--- config.mk ---
export PLATFORM = sky130hd
export DESIGN_NAME = masr_top
export DESIGN_NICKNAME = d
export VERILOG_FILES = /design/src/hdl/masr_pkg.sv /design/src/hdl/masr_hold.sv /design/src/hdl/masr_top.sv
export SDC_FILE = /design/constraint.sdc
export NUM_CORES = 1
export LEC_CHECK = 0
export ABC_AREA = 1
export BUFFER_PORTS_ARGS = -buffer_cell sky130_fd_sc_hd__clkbuf_2
export CAP_MARGIN = 20
export CELL_PAD_IN_SITES_DETAIL_PLACEMENT = 0
export CELL_PAD_IN_SITES_GLOBAL_PLACEMENT = 1
export CORE_ASPECT_RATIO = 1.4
export CORE_MARGIN = 2
export CORE_UTILIZATION = 38
export DETAILED_ROUTE_END_ITERATION = 8
export GPL_TIMING_DRIVEN = 0
export PLACE_DENSITY_LB_ADDON = 0.1
export SLEW_MARGIN = 20
export SYNTH_ARGS = -nofsm -noshare
export SYNTH_HDL_FRONTEND = slang
export SYNTH_SLANG_ARGS = --single-unit
export TNS_END_PERCENT = 100
--- constraint.sdc ---
create_clock -name mclk -period 2.9 [get_ports mclk]
set_clock_uncertainty 0.2 [all_clocks]
set_input_delay 0.29 -clock mclk [delete_from_list [all_inputs] [get_ports mclk]]
set_output_delay 0.29 -clock mclk [all_outputs]
set_load 0.005 [all_outputs]
--- src/hdl/masr_pkg.sv ---
/*
  Constants for the motor-algorithm status register bank: register
  indices, byte addresses, field positions, reset values and bus codes.
  Assumes an AHB-Lite slave with 32-bit data, one word per register.
*/
package masr_pkg;

  // ==========================================================
  // register map (index, byte address = 4 * index)
  // ==========================================================
  localparam logic [7:0] IDX_DRIVE_STATUS = 8'he4;
  localparam logic [7:0] IDX_MOTOR_PARAMS = 8'he6;
  localparam logic [7:0] IDX_EXTRACT_STAT = 8'he8;
  localparam logic [7:0] IDX_DEVICE_CTRL = 8'hea;
  localparam logic [7:0] IDX_VIEW_CTRL = 8'hfc;
  localparam int IDX_LSB = 2;
  localparam int IDX_MSB = 9;
  localparam int ADDR_HI_LSB = 10;

  // ==========================================================
  // reset values
  // ==========================================================
  localparam logic [31:0] STATUS_RESET = 32'h00000000;
  localparam logic [31:0] CTRL_RESET = 32'h00000000;

  // ==========================================================
  // drive_status fields
  // ==========================================================
  localparam int MOD_LSB = 16;
  localparam int DUTY_LSB = 4;
  localparam int COPY_DONE_BIT = 2;

  // ==========================================================
  // motor_parameter_results fields
  // ==========================================================
  localparam int RES_LSB = 24;
  localparam int BEMF_LSB = 16;
  localparam int IND_LSB = 8;

  // ==========================================================
  // extraction_status fields
  // ==========================================================
  localparam int RES_ST_BIT = 31;
  localparam int IND_ST_BIT = 30;
  localparam int BEMF_ST_BIT = 29;
  localparam int MECH_ST_BIT = 28;
  localparam int FREQ_LSB = 24;

  // ==========================================================
  // device_control fields and view control
  // ==========================================================
  localparam int EE_WRITE_BIT = 31;
  localparam int EE_READ_BIT = 30;
  localparam int CLR_FAULT_BIT = 29;
  localparam int CLR_RETRY_BIT = 28;
  localparam int KEY_LSB = 20;
  localparam int ANGLE_LSB = 11;
  localparam int TICKLE_BIT = 10;
  localparam int FREEZE_BIT = 0;

  // ==========================================================
  // bus codes and phases
  // ==========================================================
  localparam logic [1:0] HRESP_OKAY = 2'h0;
  localparam int HTRANS_ACTIVE_BIT = 1;

  typedef enum logic [1:0]
  {
    MASR_IDLE = 2'h1,
    MASR_DATA = 2'h2
  } masr_phase_t;

endpackage : masr_pkg

--- src/hdl/masr_hold.sv ---
/*
  One status word holder: loads the algorithm's word each cycle
  unless held. Assumes load and data come from the same clock.
*/
module masr_hold #(
  parameter int W = 32
) (
  // clock and reset
  input wire logic mclk,
  input wire logic rst_n,
  // update
  input wire logic load,
  input wire logic [W-1:0] d,
  // held word
  output logic [W-1:0] q
);

  typedef struct packed {
    logic [W-1:0] val;
  } masr_hold_st_t;

  masr_hold_st_t st_q;
  masr_hold_st_t st_d;

  // ==========================================================
  // next state
  // ==========================================================
  always_comb
  begin
    st_d = st_q;
    if (load)
    begin
      st_d.val = d;
    end
  end

  always_ff @(posedge mclk)
  begin
    if (!rst_n)
    begin
      st_q <= '0;
    end
    else
    begin
      st_q <= st_d;
    end
  end

  assign q = st_q.val;

endmodule : masr_hold

--- src/hdl/masr_top.sv ---
/*
  Motor-algorithm status register bank behind an AHB-Lite slave.
  Three status words follow the algorithm's outputs, a device control
  word drives control outputs, a view control word can hold the status
  words for a coherent read. Assumes all algorithm inputs are on mclk.
*/
module masr_top (
  // clock and reset
  input wire logic mclk,
  input wire logic rst_n,
  // ahb-lite slave
  input wire logic hsel,
  input wire logic [31:0] haddr,
  input wire logic [1:0] htrans,
  input wire logic hwrite,
  input wire logic [2:0] hsize,
  input wire logic [31:0] hwdata,
  input wire logic hready,
  output logic hreadyout,
  output logic [1:0] hresp,
  output logic [31:0] hrdata,
  // algorithm status
  input wire logic [15:0] applied_modulation_level,
  input wire logic [11:0] duty_command,
  input wire logic copy_done_flag,
  input wire logic [7:0] winding_resistance_est,
  input wire logic [7:0] back_emf_constant_est,
  input wire logic [7:0] winding_inductance_est,
  input wire logic resistance_meas_status,
  input wire logic inductance_meas_status,
  input wire logic back_emf_meas_status,
  input wire logic mechanical_meas_status,
  input wire logic [3:0] suggested_switching_freq,
  input wire logic tickle_clear,
  // device control
  output logic eeprom_write_req,
  output logic eeprom_read_req,
  output logic clear_faults_pulse,
  output logic clear_retry_pulse,
  output logic [7:0] write_access_key,
  output logic [8:0] forced_align_angle,
  output logic watchdog_tickle
);

  typedef struct packed {
    masr_pkg::masr_phase_t phase;
    logic wr;
    logic hit;
    logic [7:0] idx;
    logic rdy;
    logic [1:0] resp;
    logic [31:0] rdata;
    logic ee_wr;
    logic ee_rd;
    logic clr_flt;
    logic clr_cnt;
    logic [7:0] key;
    logic [8:0] angle;
    logic tickle;
    logic freeze;
  } masr_top_st_t;

  localparam masr_top_st_t ST_RESET = '{
    phase: masr_pkg::MASR_IDLE,
    wr: 1'b0,
    hit: 1'b0,
    idx: 8'h00,
    rdy: 1'b1,
    resp: masr_pkg::HRESP_OKAY,
    rdata: masr_pkg::STATUS_RESET,
    ee_wr: 1'b0,
    ee_rd: 1'b0,
    clr_flt: 1'b0,
    clr_cnt: 1'b0,
    key: 8'h00,
    angle: 9'h000,
    tickle: 1'b0,
    freeze: 1'b0
  };

  masr_top_st_t st_q;
  masr_top_st_t st_d;

  logic [31:0] drive_word;
  logic [31:0] motor_word;
  logic [31:0] extract_word;
  logic [31:0] drive_q;
  logic [31:0] motor_q;
  logic [31:0] extract_q;
  logic [31:0] ctrl_view;
  logic [31:0] read_mux;
  logic accept;

  // ==========================================================
  // status word assembly
  // ==========================================================
  always_comb
  begin
    drive_word = masr_pkg::STATUS_RESET;
    drive_word[masr_pkg::MOD_LSB +: 16] = applied_modulation_level;
    drive_word[masr_pkg::DUTY_LSB +: 12] = duty_command;
    drive_word[masr_pkg::COPY_DONE_BIT] = copy_done_flag;
    motor_word = masr_pkg::STATUS_RESET;
    motor_word[masr_pkg::RES_LSB +: 8] = winding_resistance_est;
    motor_word[masr_pkg::BEMF_LSB +: 8] = back_emf_constant_est;
    motor_word[masr_pkg::IND_LSB +: 8] = winding_inductance_est;
    extract_word = masr_pkg::STATUS_RESET;
    extract_word[masr_pkg::RES_ST_BIT] = resistance_meas_status;
    extract_word[masr_pkg::IND_ST_BIT] = inductance_meas_status;
    extract_word[masr_pkg::BEMF_ST_BIT] = back_emf_meas_status;
    extract_word[masr_pkg::MECH_ST_BIT] = mechanical_meas_status;
    extract_word[masr_pkg::FREQ_LSB +: 4] = suggested_switching_freq;
  end

  // ==========================================================
  // status holders, only the algorithm side loads them
  // ==========================================================
  masr_hold #(
    .W(32)
  ) u_drive (
    .mclk(mclk),
    .rst_n(rst_n),
    .load(!st_q.freeze),
    .d(drive_word),
    .q(drive_q)
  );

  masr_hold #(
    .W(32)
  ) u_motor (
    .mclk(mclk),
    .rst_n(rst_n),
    .load(!st_q.freeze),
    .d(motor_word),
    .q(motor_q)
  );

  masr_hold #(
    .W(32)
  ) u_extract (
    .mclk(mclk),
    .rst_n(rst_n),
    .load(!st_q.freeze),
    .d(extract_word),
    .q(extract_q)
  );

  // ==========================================================
  // read view and decode
  // ==========================================================
  always_comb
  begin
    ctrl_view = masr_pkg::CTRL_RESET;
    ctrl_view[masr_pkg::EE_WRITE_BIT] = st_q.ee_wr;
    ctrl_view[masr_pkg::EE_READ_BIT] = st_q.ee_rd;
    ctrl_view[masr_pkg::TICKLE_BIT] = st_q.tickle;
    read_mux = masr_pkg::STATUS_RESET;
    if (st_q.hit)
    begin
      case (st_q.idx)
        masr_pkg::IDX_DRIVE_STATUS: read_mux = drive_q;
        masr_pkg::IDX_MOTOR_PARAMS: read_mux = motor_q;
        masr_pkg::IDX_EXTRACT_STAT: read_mux = extract_q;
        masr_pkg::IDX_DEVICE_CTRL: read_mux = ctrl_view;
        masr_pkg::IDX_VIEW_CTRL: read_mux[masr_pkg::FREEZE_BIT] = st_q.freeze;
        default: read_mux = masr_pkg::STATUS_RESET;
      endcase
    end
  end

  assign accept = hsel && hready && htrans[masr_pkg::HTRANS_ACTIVE_BIT];

  // ==========================================================
  // bus phases and control registers
  // ==========================================================
  always_comb
  begin
    st_d = st_q;
    st_d.clr_flt = 1'b0;
    st_d.clr_cnt = 1'b0;
    // tickle is cleared by the algorithm; a host write below wins
    if (tickle_clear)
    begin
      st_d.tickle = 1'b0;
    end
    case (st_q.phase)
      masr_pkg::MASR_IDLE:
      begin
        if (accept)
        begin
          st_d.phase = masr_pkg::MASR_DATA;
          st_d.rdy = 1'b0;
          st_d.wr = hwrite;
          st_d.idx = haddr[masr_pkg::IDX_MSB:masr_pkg::IDX_LSB];
          st_d.hit = (haddr[31:masr_pkg::ADDR_HI_LSB] == '0) && (haddr[1:0] == 2'h0);
        end
      end
      masr_pkg::MASR_DATA:
      begin
        st_d.phase = masr_pkg::MASR_IDLE;
        st_d.rdy = 1'b1;
        st_d.rdata = st_q.wr ? masr_pkg::STATUS_RESET : read_mux;
        if (st_q.wr && st_q.hit)
        begin
          // writes to status words fall to default and are dropped
          case (st_q.idx)
            masr_pkg::IDX_DEVICE_CTRL:
            begin
              st_d.ee_wr = hwdata[masr_pkg::EE_WRITE_BIT];
              st_d.ee_rd = hwdata[masr_pkg::EE_READ_BIT];
              st_d.clr_flt = hwdata[masr_pkg::CLR_FAULT_BIT];
              st_d.clr_cnt = hwdata[masr_pkg::CLR_RETRY_BIT];
              st_d.key = hwdata[masr_pkg::KEY_LSB +: 8];
              st_d.angle = hwdata[masr_pkg::ANGLE_LSB +: 9];
              if (hwdata[masr_pkg::TICKLE_BIT])
              begin
                st_d.tickle = 1'b1;
              end
            end
            masr_pkg::IDX_VIEW_CTRL:
            begin
              st_d.freeze = hwdata[masr_pkg::FREEZE_BIT];
            end
            default:
            begin
              st_d.freeze = st_q.freeze;
            end
          endcase
        end
      end
      default:
      begin
        st_d = ST_RESET;
      end
    endcase
  end

  always_ff @(posedge mclk)
  begin
    if (!rst_n)
    begin
      st_q <= ST_RESET;
    end
    else
    begin
      st_q <= st_d;
    end
  end

  // ==========================================================
  // outputs
  // ==========================================================
  assign hreadyout = st_q.rdy;
  assign hresp = st_q.resp;
  assign hrdata = st_q.rdata;
  assign eeprom_write_req = st_q.ee_wr;
  assign eeprom_read_req = st_q.ee_rd;
  assign clear_faults_pulse = st_q.clr_flt;
  assign clear_retry_pulse = st_q.clr_cnt;
  assign write_access_key = st_q.key;
  assign forced_align_angle = st_q.angle;
  assign watchdog_tickle = st_q.tickle;

  logic rd_data;
  logic wr_data;
  assign rd_data = (st_q.phase == masr_pkg::MASR_DATA) && !st_q.wr && st_q.hit;
  assign wr_data = (st_q.phase == masr_pkg::MASR_DATA) && st_q.wr && st_q.hit;
endmodule : masr_top

==> results of run 1 <==
==> synth_stat cells, drive strengths merged <==
library cell | count | area, sq um
nand2 | 204 | 778
nor2 | 144 | 623
dfxtp | 126 | 2520
o21ai | 96 | 480
buf | 62 | 477
inv | 58 | 218
a21oi | 39 | 233
nand3 | 29 | 145
clkbuf | 25 | 93.8
nand4 | 3 | 18.8
ha | 2 | 25.0
clkinv | 1 | 3.75
conb | 1 | 3.75
nor3 | 1 | 16.3
o21bai | 1 | 11.3
o31ai | 1 | 7.51
or2 | 1 | 6.26
==> final cells by class <==
| class | instances | area share (%) |
|---|---|---|
| Buffer | 87 | 6.78 |
| Clock buffer | 18 | 5.22 |
| Clock inverter | 13 | 2.83 |
| Inverter | 59 | 2.63 |
| Multi-Input combinational cell | 525 | 28.0 |
| Sequential cell | 126 | 30.0 |
| Tap cell | 189 | 2.81 |
| Timing Repair Buffer | 270 | 21.7 |
==> cell usage in the layout, fill, tap and decap left out, drive strengths merged <==
cell / instances
clkbuf: 218
nand2: 204
nor2: 144
dfxtp: 126
o21ai: 96
dlygate4sd3: 95
buf: 62
inv: 59
a21oi: 39
nand3: 29
clkinv: 7
bufinv: 6
conb: 4
nand4: 3
ha: 2
nor3: 1
or2: 1
o21bai: 1
o31ai: 1
==> critical path, delay by kind of cell <==
family / cells / cell delay (ns)
buf+inv: 6 / 1.97
simple gates: 3 / 0.30
compound gates: 1 / 0.11
==> power by group <==
group	internal (mW)	switching [mW]
logic	0.290	0.296
clock network	1.64	0.800
registers	1.84	0.0528
==> state kept, by name, indices dropped and copies added (netlist names) <==
signal	count
watchdog_tickle	1
clear_retry_pulse	1
u_drive.q	29
eeprom_write_req	1
st_q	13
write_access_key	8
u_motor.q	24
eeprom_read_req	1
clear_faults_pulse	1
forced_align_angle	9
u_extract.q	8
hrdata	30
==> final timing paths <==
path,startpoint,to,slack [ns],cells after the start
worst min register to register,u_drive.q[4],u_drive.q[4],0.25,2
worst min-delay path,haddr[15],st_q[66],0.02,6
worst max register to register,st_q[68],watchdog_tickle,0.77,8
worst max-delay path,rst_n,watchdog_tickle,0.38,10
==> cells by family after synthesis <==
group	Yosys count
and+or+nand+nor	382
buffers and inverters	146
AOI/OAI and AO/OA	137
DFF	126
adders and majority gates	2
other	1
==> per-layer routing <==
| layer | up-vias | share of wire, % | wire length [um] |
|---|---|---|---|
| li1 | 3022 | - | - |
| met1 | 2426 | 42 | 6830 |
| met2 | 164 | 51 | 8210 |
| met3 | 27 | 5.2 | 846 |
| met4 | 0 | 1.9 | 312 |
| met5 | - | 0 | 0 |
==> stage by stage <==
stage,hold slack [ns],instances,setup WS [ns],cell area [sq um]
2_1_floorplan,0.216,797,1.14,5670
3_3_place_gp,0.238,1161,0.889,6790
3_5_place_dp,0.240,1161,0.819,6790
4_1_cts,0.0143,1287,0.381,8410
5_1_grt,0.0523,1287,0.200,8410
6_report,0.0250,1287,0.385,8410
==> what timing repair did <==
item,CTS,global route
buffers inserted,0,0
endpoints found under the hold margin,93,0
resized for setup,0,0
endpoints found under the setup margin,0,0
hold buffers,95,0
==> reports/qor.yml, run 1 <==
setup_path:
  crit_path_cells: "dlygate4sd3_1 > clkbuf_2 > clkbuf_1 > inv_1 > nor2_1 > nand2_1 > inv_1 > nand2_1 > o21ai_1 > dlygate4sd3_1"
  worstPathMaxFanout: 10
  timing.critical_path.required_ns: 3.05
  worst_ep_arrival_time_ns: 2.67
  endpoint_kind: "register"
  criticalPathCategory: "in -> reg"
  crit_path_max_incr_delay_ns: 0.55
  cp_slowest_cell: "sky130_fd_sc_hd__dlygate4sd3_1"
  worst_setup_path_start_kind: "input port"
power_and_ir_drop:
  p_per_area_nw_per_um2: 584
  p_leak_nw: 4.11
  max-vdd-ir-drop_mv: 0.314
  total_power_mw: 4.92
place:
  post-dp-hpwl_mm: 11.4
  port_buffers: 175
  routabilityCongestion: 0.766
synthesis:
  ys_seq_area_share_pct: 44.5
  avgSynthCellArea_sq_um: 7.13
  synth.cell_area_sq_um: 5660
  synth_cells: 794
  yosysWarningCount: 0
  synth-simple-area-share_pct: 28.0
  synthXorXnorAreaFrac_pct: 0
  synth_mux_area_share_pct: 0
  yosys_register_bits: 126
  ys_types: 26
  synth_compound_area_share_pct: 12.9
  synth-adder-area-share_pct: 0.442
  synth_top_family_by_area: "simple AND/OR/NAND/NOR gates"
sta:
  setup_repair_after_global_routing_missed_its_margin: "no"
  count_of_final_hold_check_violations: 0
  fin_tns_setup_ns: 0
  achievable-frequency_mhz: 398
  setup_viol: 0
  worst_pin_slew_ns: 0.672
  relSlewSlack_pct: 54.9
  post-route-period-util_pct: 86.7
  final_max_slew_viol_count: 0
  period_minus_slack_ns: 2.52
layout:
  antenna_cells_inserted: 0
  final_util_pct: 58.0
  synth_to_layout_area_growth_pct: 48.6
  fill_cells: 1474
  multi_input_gate_area_sq_um: 2360
  register_area_sq_um: 2520
  final_net_count: 1224
  final_layout_size_suffix_gt1_share_pct: 28.5
route:
  drtIter0Drc: 172
  routed_wire_length_per_instance_um: 12.6
  drtAntennaViolNets: 0
  1st_pass_router_iterations: 4
  detailroute.via_count: 5639
  drt_wl_total_mm: 16.2
  route.detailed.vias_per_inst: 4.38
  remaining_drc_errors: 0
global_route:
  grt_util_met1_pct: 24.0
  grt_antenna_before_repair: 0
  met3_usage_pct: 4.34
  globalRouteOverflowTotal: 0
  globalRoute.busiestLayer: "met2"
  grt_use_total_pct: 21.1
  grt_first_pass_wirelength_mm: 26.2
  pin_count_of_the_biggest_net_entering_global_routing: 17
  grt.met2_usage_pct: 38.0
  first_global_vias: 5630
floorplanning:
  io_pins: 193
  dieArea_sq_um: 15900
  die_y_um: 148
  std_cell_rows: 52
  floorplan.core_area_sq_um: 14500
  initial_utilization_pct: 39.0
  chipWidth_um: 107
flow_run:
  max_cap_violations: 0
clock_network:
  cts-htree-levels: 4
  clock_sink_count: 126
  clk_transition_reported_paths_ns: 0.06
  clk-insertion-delay-late_ns: 0.41
  cts_buffer_count: 17
  clockRootBuffer: "sky130_fd_sc_hd__clkbuf_16"
  tritoncts: "yes"
  maximum_clock_path_buffer_count: 2
min_path:
  worst_hold_path_type: "in -> reg"
status:
  outcome: "finished, final reports clean"
(Power assumes the default switching activity.)
==> run 2: changes to the inputs <==
--- a/config.mk
+++ b/config.mk
@@ -7,17 +7,17 @@
 export LEC_CHECK = 0
 export ABC_AREA = 1
 export BUFFER_PORTS_ARGS = -buffer_cell sky130_fd_sc_hd__clkbuf_2
-export CAP_MARGIN = 20
 export CELL_PAD_IN_SITES_DETAIL_PLACEMENT = 0
 export CELL_PAD_IN_SITES_GLOBAL_PLACEMENT = 1
 export CORE_ASPECT_RATIO = 1.4
 export CORE_MARGIN = 2
-export CORE_UTILIZATION = 38
+export CORE_UTILIZATION = 41
 export DETAILED_ROUTE_END_ITERATION = 8
 export GPL_TIMING_DRIVEN = 0
 export PLACE_DENSITY_LB_ADDON = 0.1
 export SLEW_MARGIN = 20
 export SYNTH_ARGS = -nofsm -noshare
 export SYNTH_HDL_FRONTEND = slang
+export SYNTH_HIERARCHICAL = 1
 export SYNTH_SLANG_ARGS = --single-unit
 export TNS_END_PERCENT = 100
==> run 2 against run 1 <==
  * Synthesized cell count grew 51%
  * Clock power shrank 6%
  * Final area grew 27%
  * Via count grew 36%
  * Final cell count grew 38%
  * Power grew 13%
  * Register-to-register slack lost 0.07 ns
  * Die area grew 27%
  * Sequential power grew 31%
  * Combinational power grew 33%
  * Highest routed layer unchanged
==> reports/qor.yml, run 2 <==
synthesis:
  yosysWarningCount: 6
  synth_top_cells_by_area: "sky130_fd_sc_hd__dfxtp_1 (42%), sky130_fd_sc_hd__nand2_1 (18%), sky130_fd_sc_hd__nor2_1 (12%)"
  ys_seq_area_share_pct: 41.6
  synth-edff-count: 0
  synth_cells: 1197
  yosysMostFrequentCell: "sky130_fd_sc_hd__nand2_1"
  postSynth.asyncResetShare_pct: 0
  synth_largest_type_area_fraction_pct: 41.6
  synth_common_cells: "sky130_fd_sc_hd__nand2_1 (378), sky130_fd_sc_hd__nor2_1 (252), sky130_fd_sc_hd__dfxtp_1 (163)"
  ys_types: 26
  yosys_most_used_dff: "sky130_fd_sc_hd__dfxtp_1"
  yosys.area.top_type: "sky130_fd_sc_hd__dfxtp_1"
  synth.cell_area_sq_um: 7850
  yosys_register_bits: 163
  avgSynthCellArea_sq_um: 6.56
route:
  detailroute.via_count: 7694
  1st_pass_router_iterations: 5
  drt_wl_total_mm: 22.1
  remaining_drc_errors: 0
  routed_wire_length_per_instance_um: 12.4
  drtAntennaViolNets: 0
  drtIter0Drc: 373
  route.detailed.vias_per_inst: 4.33
clock_network:
  clockRootBuffer: "sky130_fd_sc_hd__clkbuf_16"
  clk_transition_reported_paths_ns: 0.06
  cts_repair_resize_count: 0
  clk-insertion-delay-late_ns: 0.42
  cts_buffer_count: 17
  cts-htree-levels: 4
  clock_sink_count: 163
  tritoncts: "yes"
  maximum_clock_path_buffer_count: 2
sta:
  relSlewSlack_pct: 56.8
  fin_tns_setup_ns: 0
  fin_worst_hold_slack_ns: 0.00833
  final_max_slew_viol_count: 0
  achievable-frequency_mhz: 455
  final_critical_path_setup_slack_ns: 0.705
  setup_repair_after_global_routing_missed_its_margin: "no"
  setup_viol: 0
  count_of_final_hold_check_violations: 0
  period_minus_slack_ns: 2.20
  post-route-period-util_pct: 75.7
  worst_pin_slew_ns: 0.649
setup_path:
  criticalPathCategory: "reg -> reg"
  r2r_end: "watchdog_tickle"
  worst_ep_arrival_time_ns: 2.37
  rr_startpoint: "st_q[65]"
  worstPathMaxFanout: 10
  timing.critical_path.required_ns: 3.07
  worst_setup_path_start_kind: "register"
  timing.reg2reg.worst_path_depth: 7
  reg2reg_slack_ns: 0.70
  endpoint_kind: "register"
min_path:
  min_delay_worst_endpoint: "u_extract/q[29]"
  worst_hold_path_type: "in -> reg"
  hold_path_depth: 5
  worstHoldStart: "back_emf_meas_status"
global_route:
  globalRouteOverflowTotal: 0
  grt_use_total_pct: 22.3
  pin_count_of_the_biggest_net_entering_global_routing: 19
  grt_first_pass_wirelength_mm: 36.1
  grt_antenna_before_repair: 0
  first_global_vias: 7541
layout:
  final_layout_size_suffix_gt1_share_pct: 21.1
  layout.cell_area.non_filler_sq_um: 10700
  antenna_cells_inserted: 0
  synth_to_layout_area_growth_pct: 36.3
  mostFrequentLayoutCell: "sky130_fd_sc_hd__nand2_1"
  register_area_sq_um: 3260
  final_net_count: 1659
  layout_common_cells: "sky130_fd_sc_hd__nand2_1 (378), sky130_fd_sc_hd__nor2_1 (252), sky130_fd_sc_hd__clkbuf_2 (177)"
  fill_cells: 1900
  multi_input_gate_area_sq_um: 3440
place:
  place_ws_ns: 0.783
  post-dp-hpwl_mm: 15.9
  routabilityCongestion: 0.835
  port_buffers: 177
  detailed_place.area_sq_um: 9180
status:
  outcome: "finished, final reports clean"
floorplanning:
  die_y_um: 168
  chipWidth_um: 121
  floorplan.core_area_sq_um: 18700
  std_cell_rows: 59
  io_pins: 193
  initial_utilization_pct: 42.0
  dieArea_sq_um: 20300
flow_run:
  max_cap_violations: 0
power_and_ir_drop:
  max-vdd-ir-drop_mv: 0.417
  p_leak_nw: 5.81
  p_per_area_nw_per_um2: 520
## run 2: changes by cell type in the layout (fill, tap and decap cells not counted), moves of 18 or more
| cell | before | now |
|---|---|---|
| sky130_fd_sc_hd__nand3_1 | 29 | 113 |
| sky130_fd_sc_hd__conb_1 | 4 | 37 |
| sky130_fd_sc_hd__nor2_1 | 123 | 252 |
| sky130_fd_sc_hd__inv_1 | 51 | 114 |
| sky130_fd_sc_hd__o21ai_0 | 80 | 8 |
| sky130_fd_sc_hd__dfxtp_1 | 126 | 163 |
| sky130_fd_sc_hd__buf_2 | 3 | 25 |
| sky130_fd_sc_hd__buf_6 | 6 | 24 |
| sky130_fd_sc_hd__nand2_1 | 199 | 378 |
## run 2: repair_timing
item / in CTS / in global routing
hold endpoints to repair: 91 / 0
hold buffers: 92 / 0
setup buffers: 0 / 0
## run 2: layer usage
| metal | vias to the layer above | GRT usage, % | part of all wire [%] |
|---|---|---|---|
| met4 | 0 | 5.97 | 1.3 |
| met2 | 152 | 41.5 | 51 |
| met5 | - | 0 | 0 |
| li1 | 4179 | - | - |
| met3 | 21 | 3.34 | 3.7 |
| met1 | 3342 | 26.2 | 44 |
## run 2: cells by family after synthesis
| group | share of synthesized area (%) |
|---|---|
| flip-flops | 41.6 |
| AND/OR/NAND/NOR | 38.7 |
| adder cells (fa/ha/maj) | 0.319 |
| AO/OA/AOI/OAI | 3.00 |
| buffers and inverters | 16.4 |
| other | 0.0478 |
## run 2: per-stage QoR
| step | cells | util (%) | power (mW) |
|---|---|---|---|
| finish | 1777 | 57.3 | 5.56 |
| global route | 1777 | 57.3 | 5.82 |
| CTS | 1777 | 57.3 | 5.61 |
| detailed placement | 1654 | 49.1 | 3.21 |
| global placement | 1654 | 49.1 | 3.21 |
| floorplan | 1233 | - | 2.97 |
## run 2: final cells by class
cell class,count,area share (%)
inverters,116,4.07
clock buffers,19,4.14
repair buffers,269,16.9
multi-input cells,840,32.1
plain buffers,114,7.94
well taps,244,2.85
clock inverters,12,1.46
flip-flops and latches,163,30.5
## run 2: how the worst max path moves through the flow
stage,startpoint,end,slack [ns]
4_1_cts,st_q[65],watchdog_tickle,0.72
3_5_place_dp,st_q[69],hrdata[20],0.78
3_3_place_gp,rst_n,hrdata[20],0.79
5_1_grt,st_q[64],watchdog_tickle,0.61
2_1_floorplan,st_q[68],hrdata[20],1.19
6_report,st_q[65],watchdog_tickle,0.70
## run 2: critical path, cell delays in order (launching register included)
cell and delay [ns]:
sky130_fd_sc_hd__dfxtp_1 0.35, sky130_fd_sc_hd__nand2_2 0.12, sky130_fd_sc_hd__nor2_2 0.16, sky130_fd_sc_hd__buf_4 0.20, sky130_fd_sc_hd__buf_2 0.29, sky130_fd_sc_hd__nand4_1 0.13, sky130_fd_sc_hd__a21oi_1 0.14, sky130_fd_sc_hd__dlygate4sd3_1 0.55
## run 2: power breakdown
| part | total, mW | switching (mW) | internal, mW |
|---|---|---|---|
| registers | 2.48 | 0.0838 | 2.40 |
| logic | 0.782 | 0.403 | 0.379 |
| clock network | 2.30 | 0.929 | 1.38 |
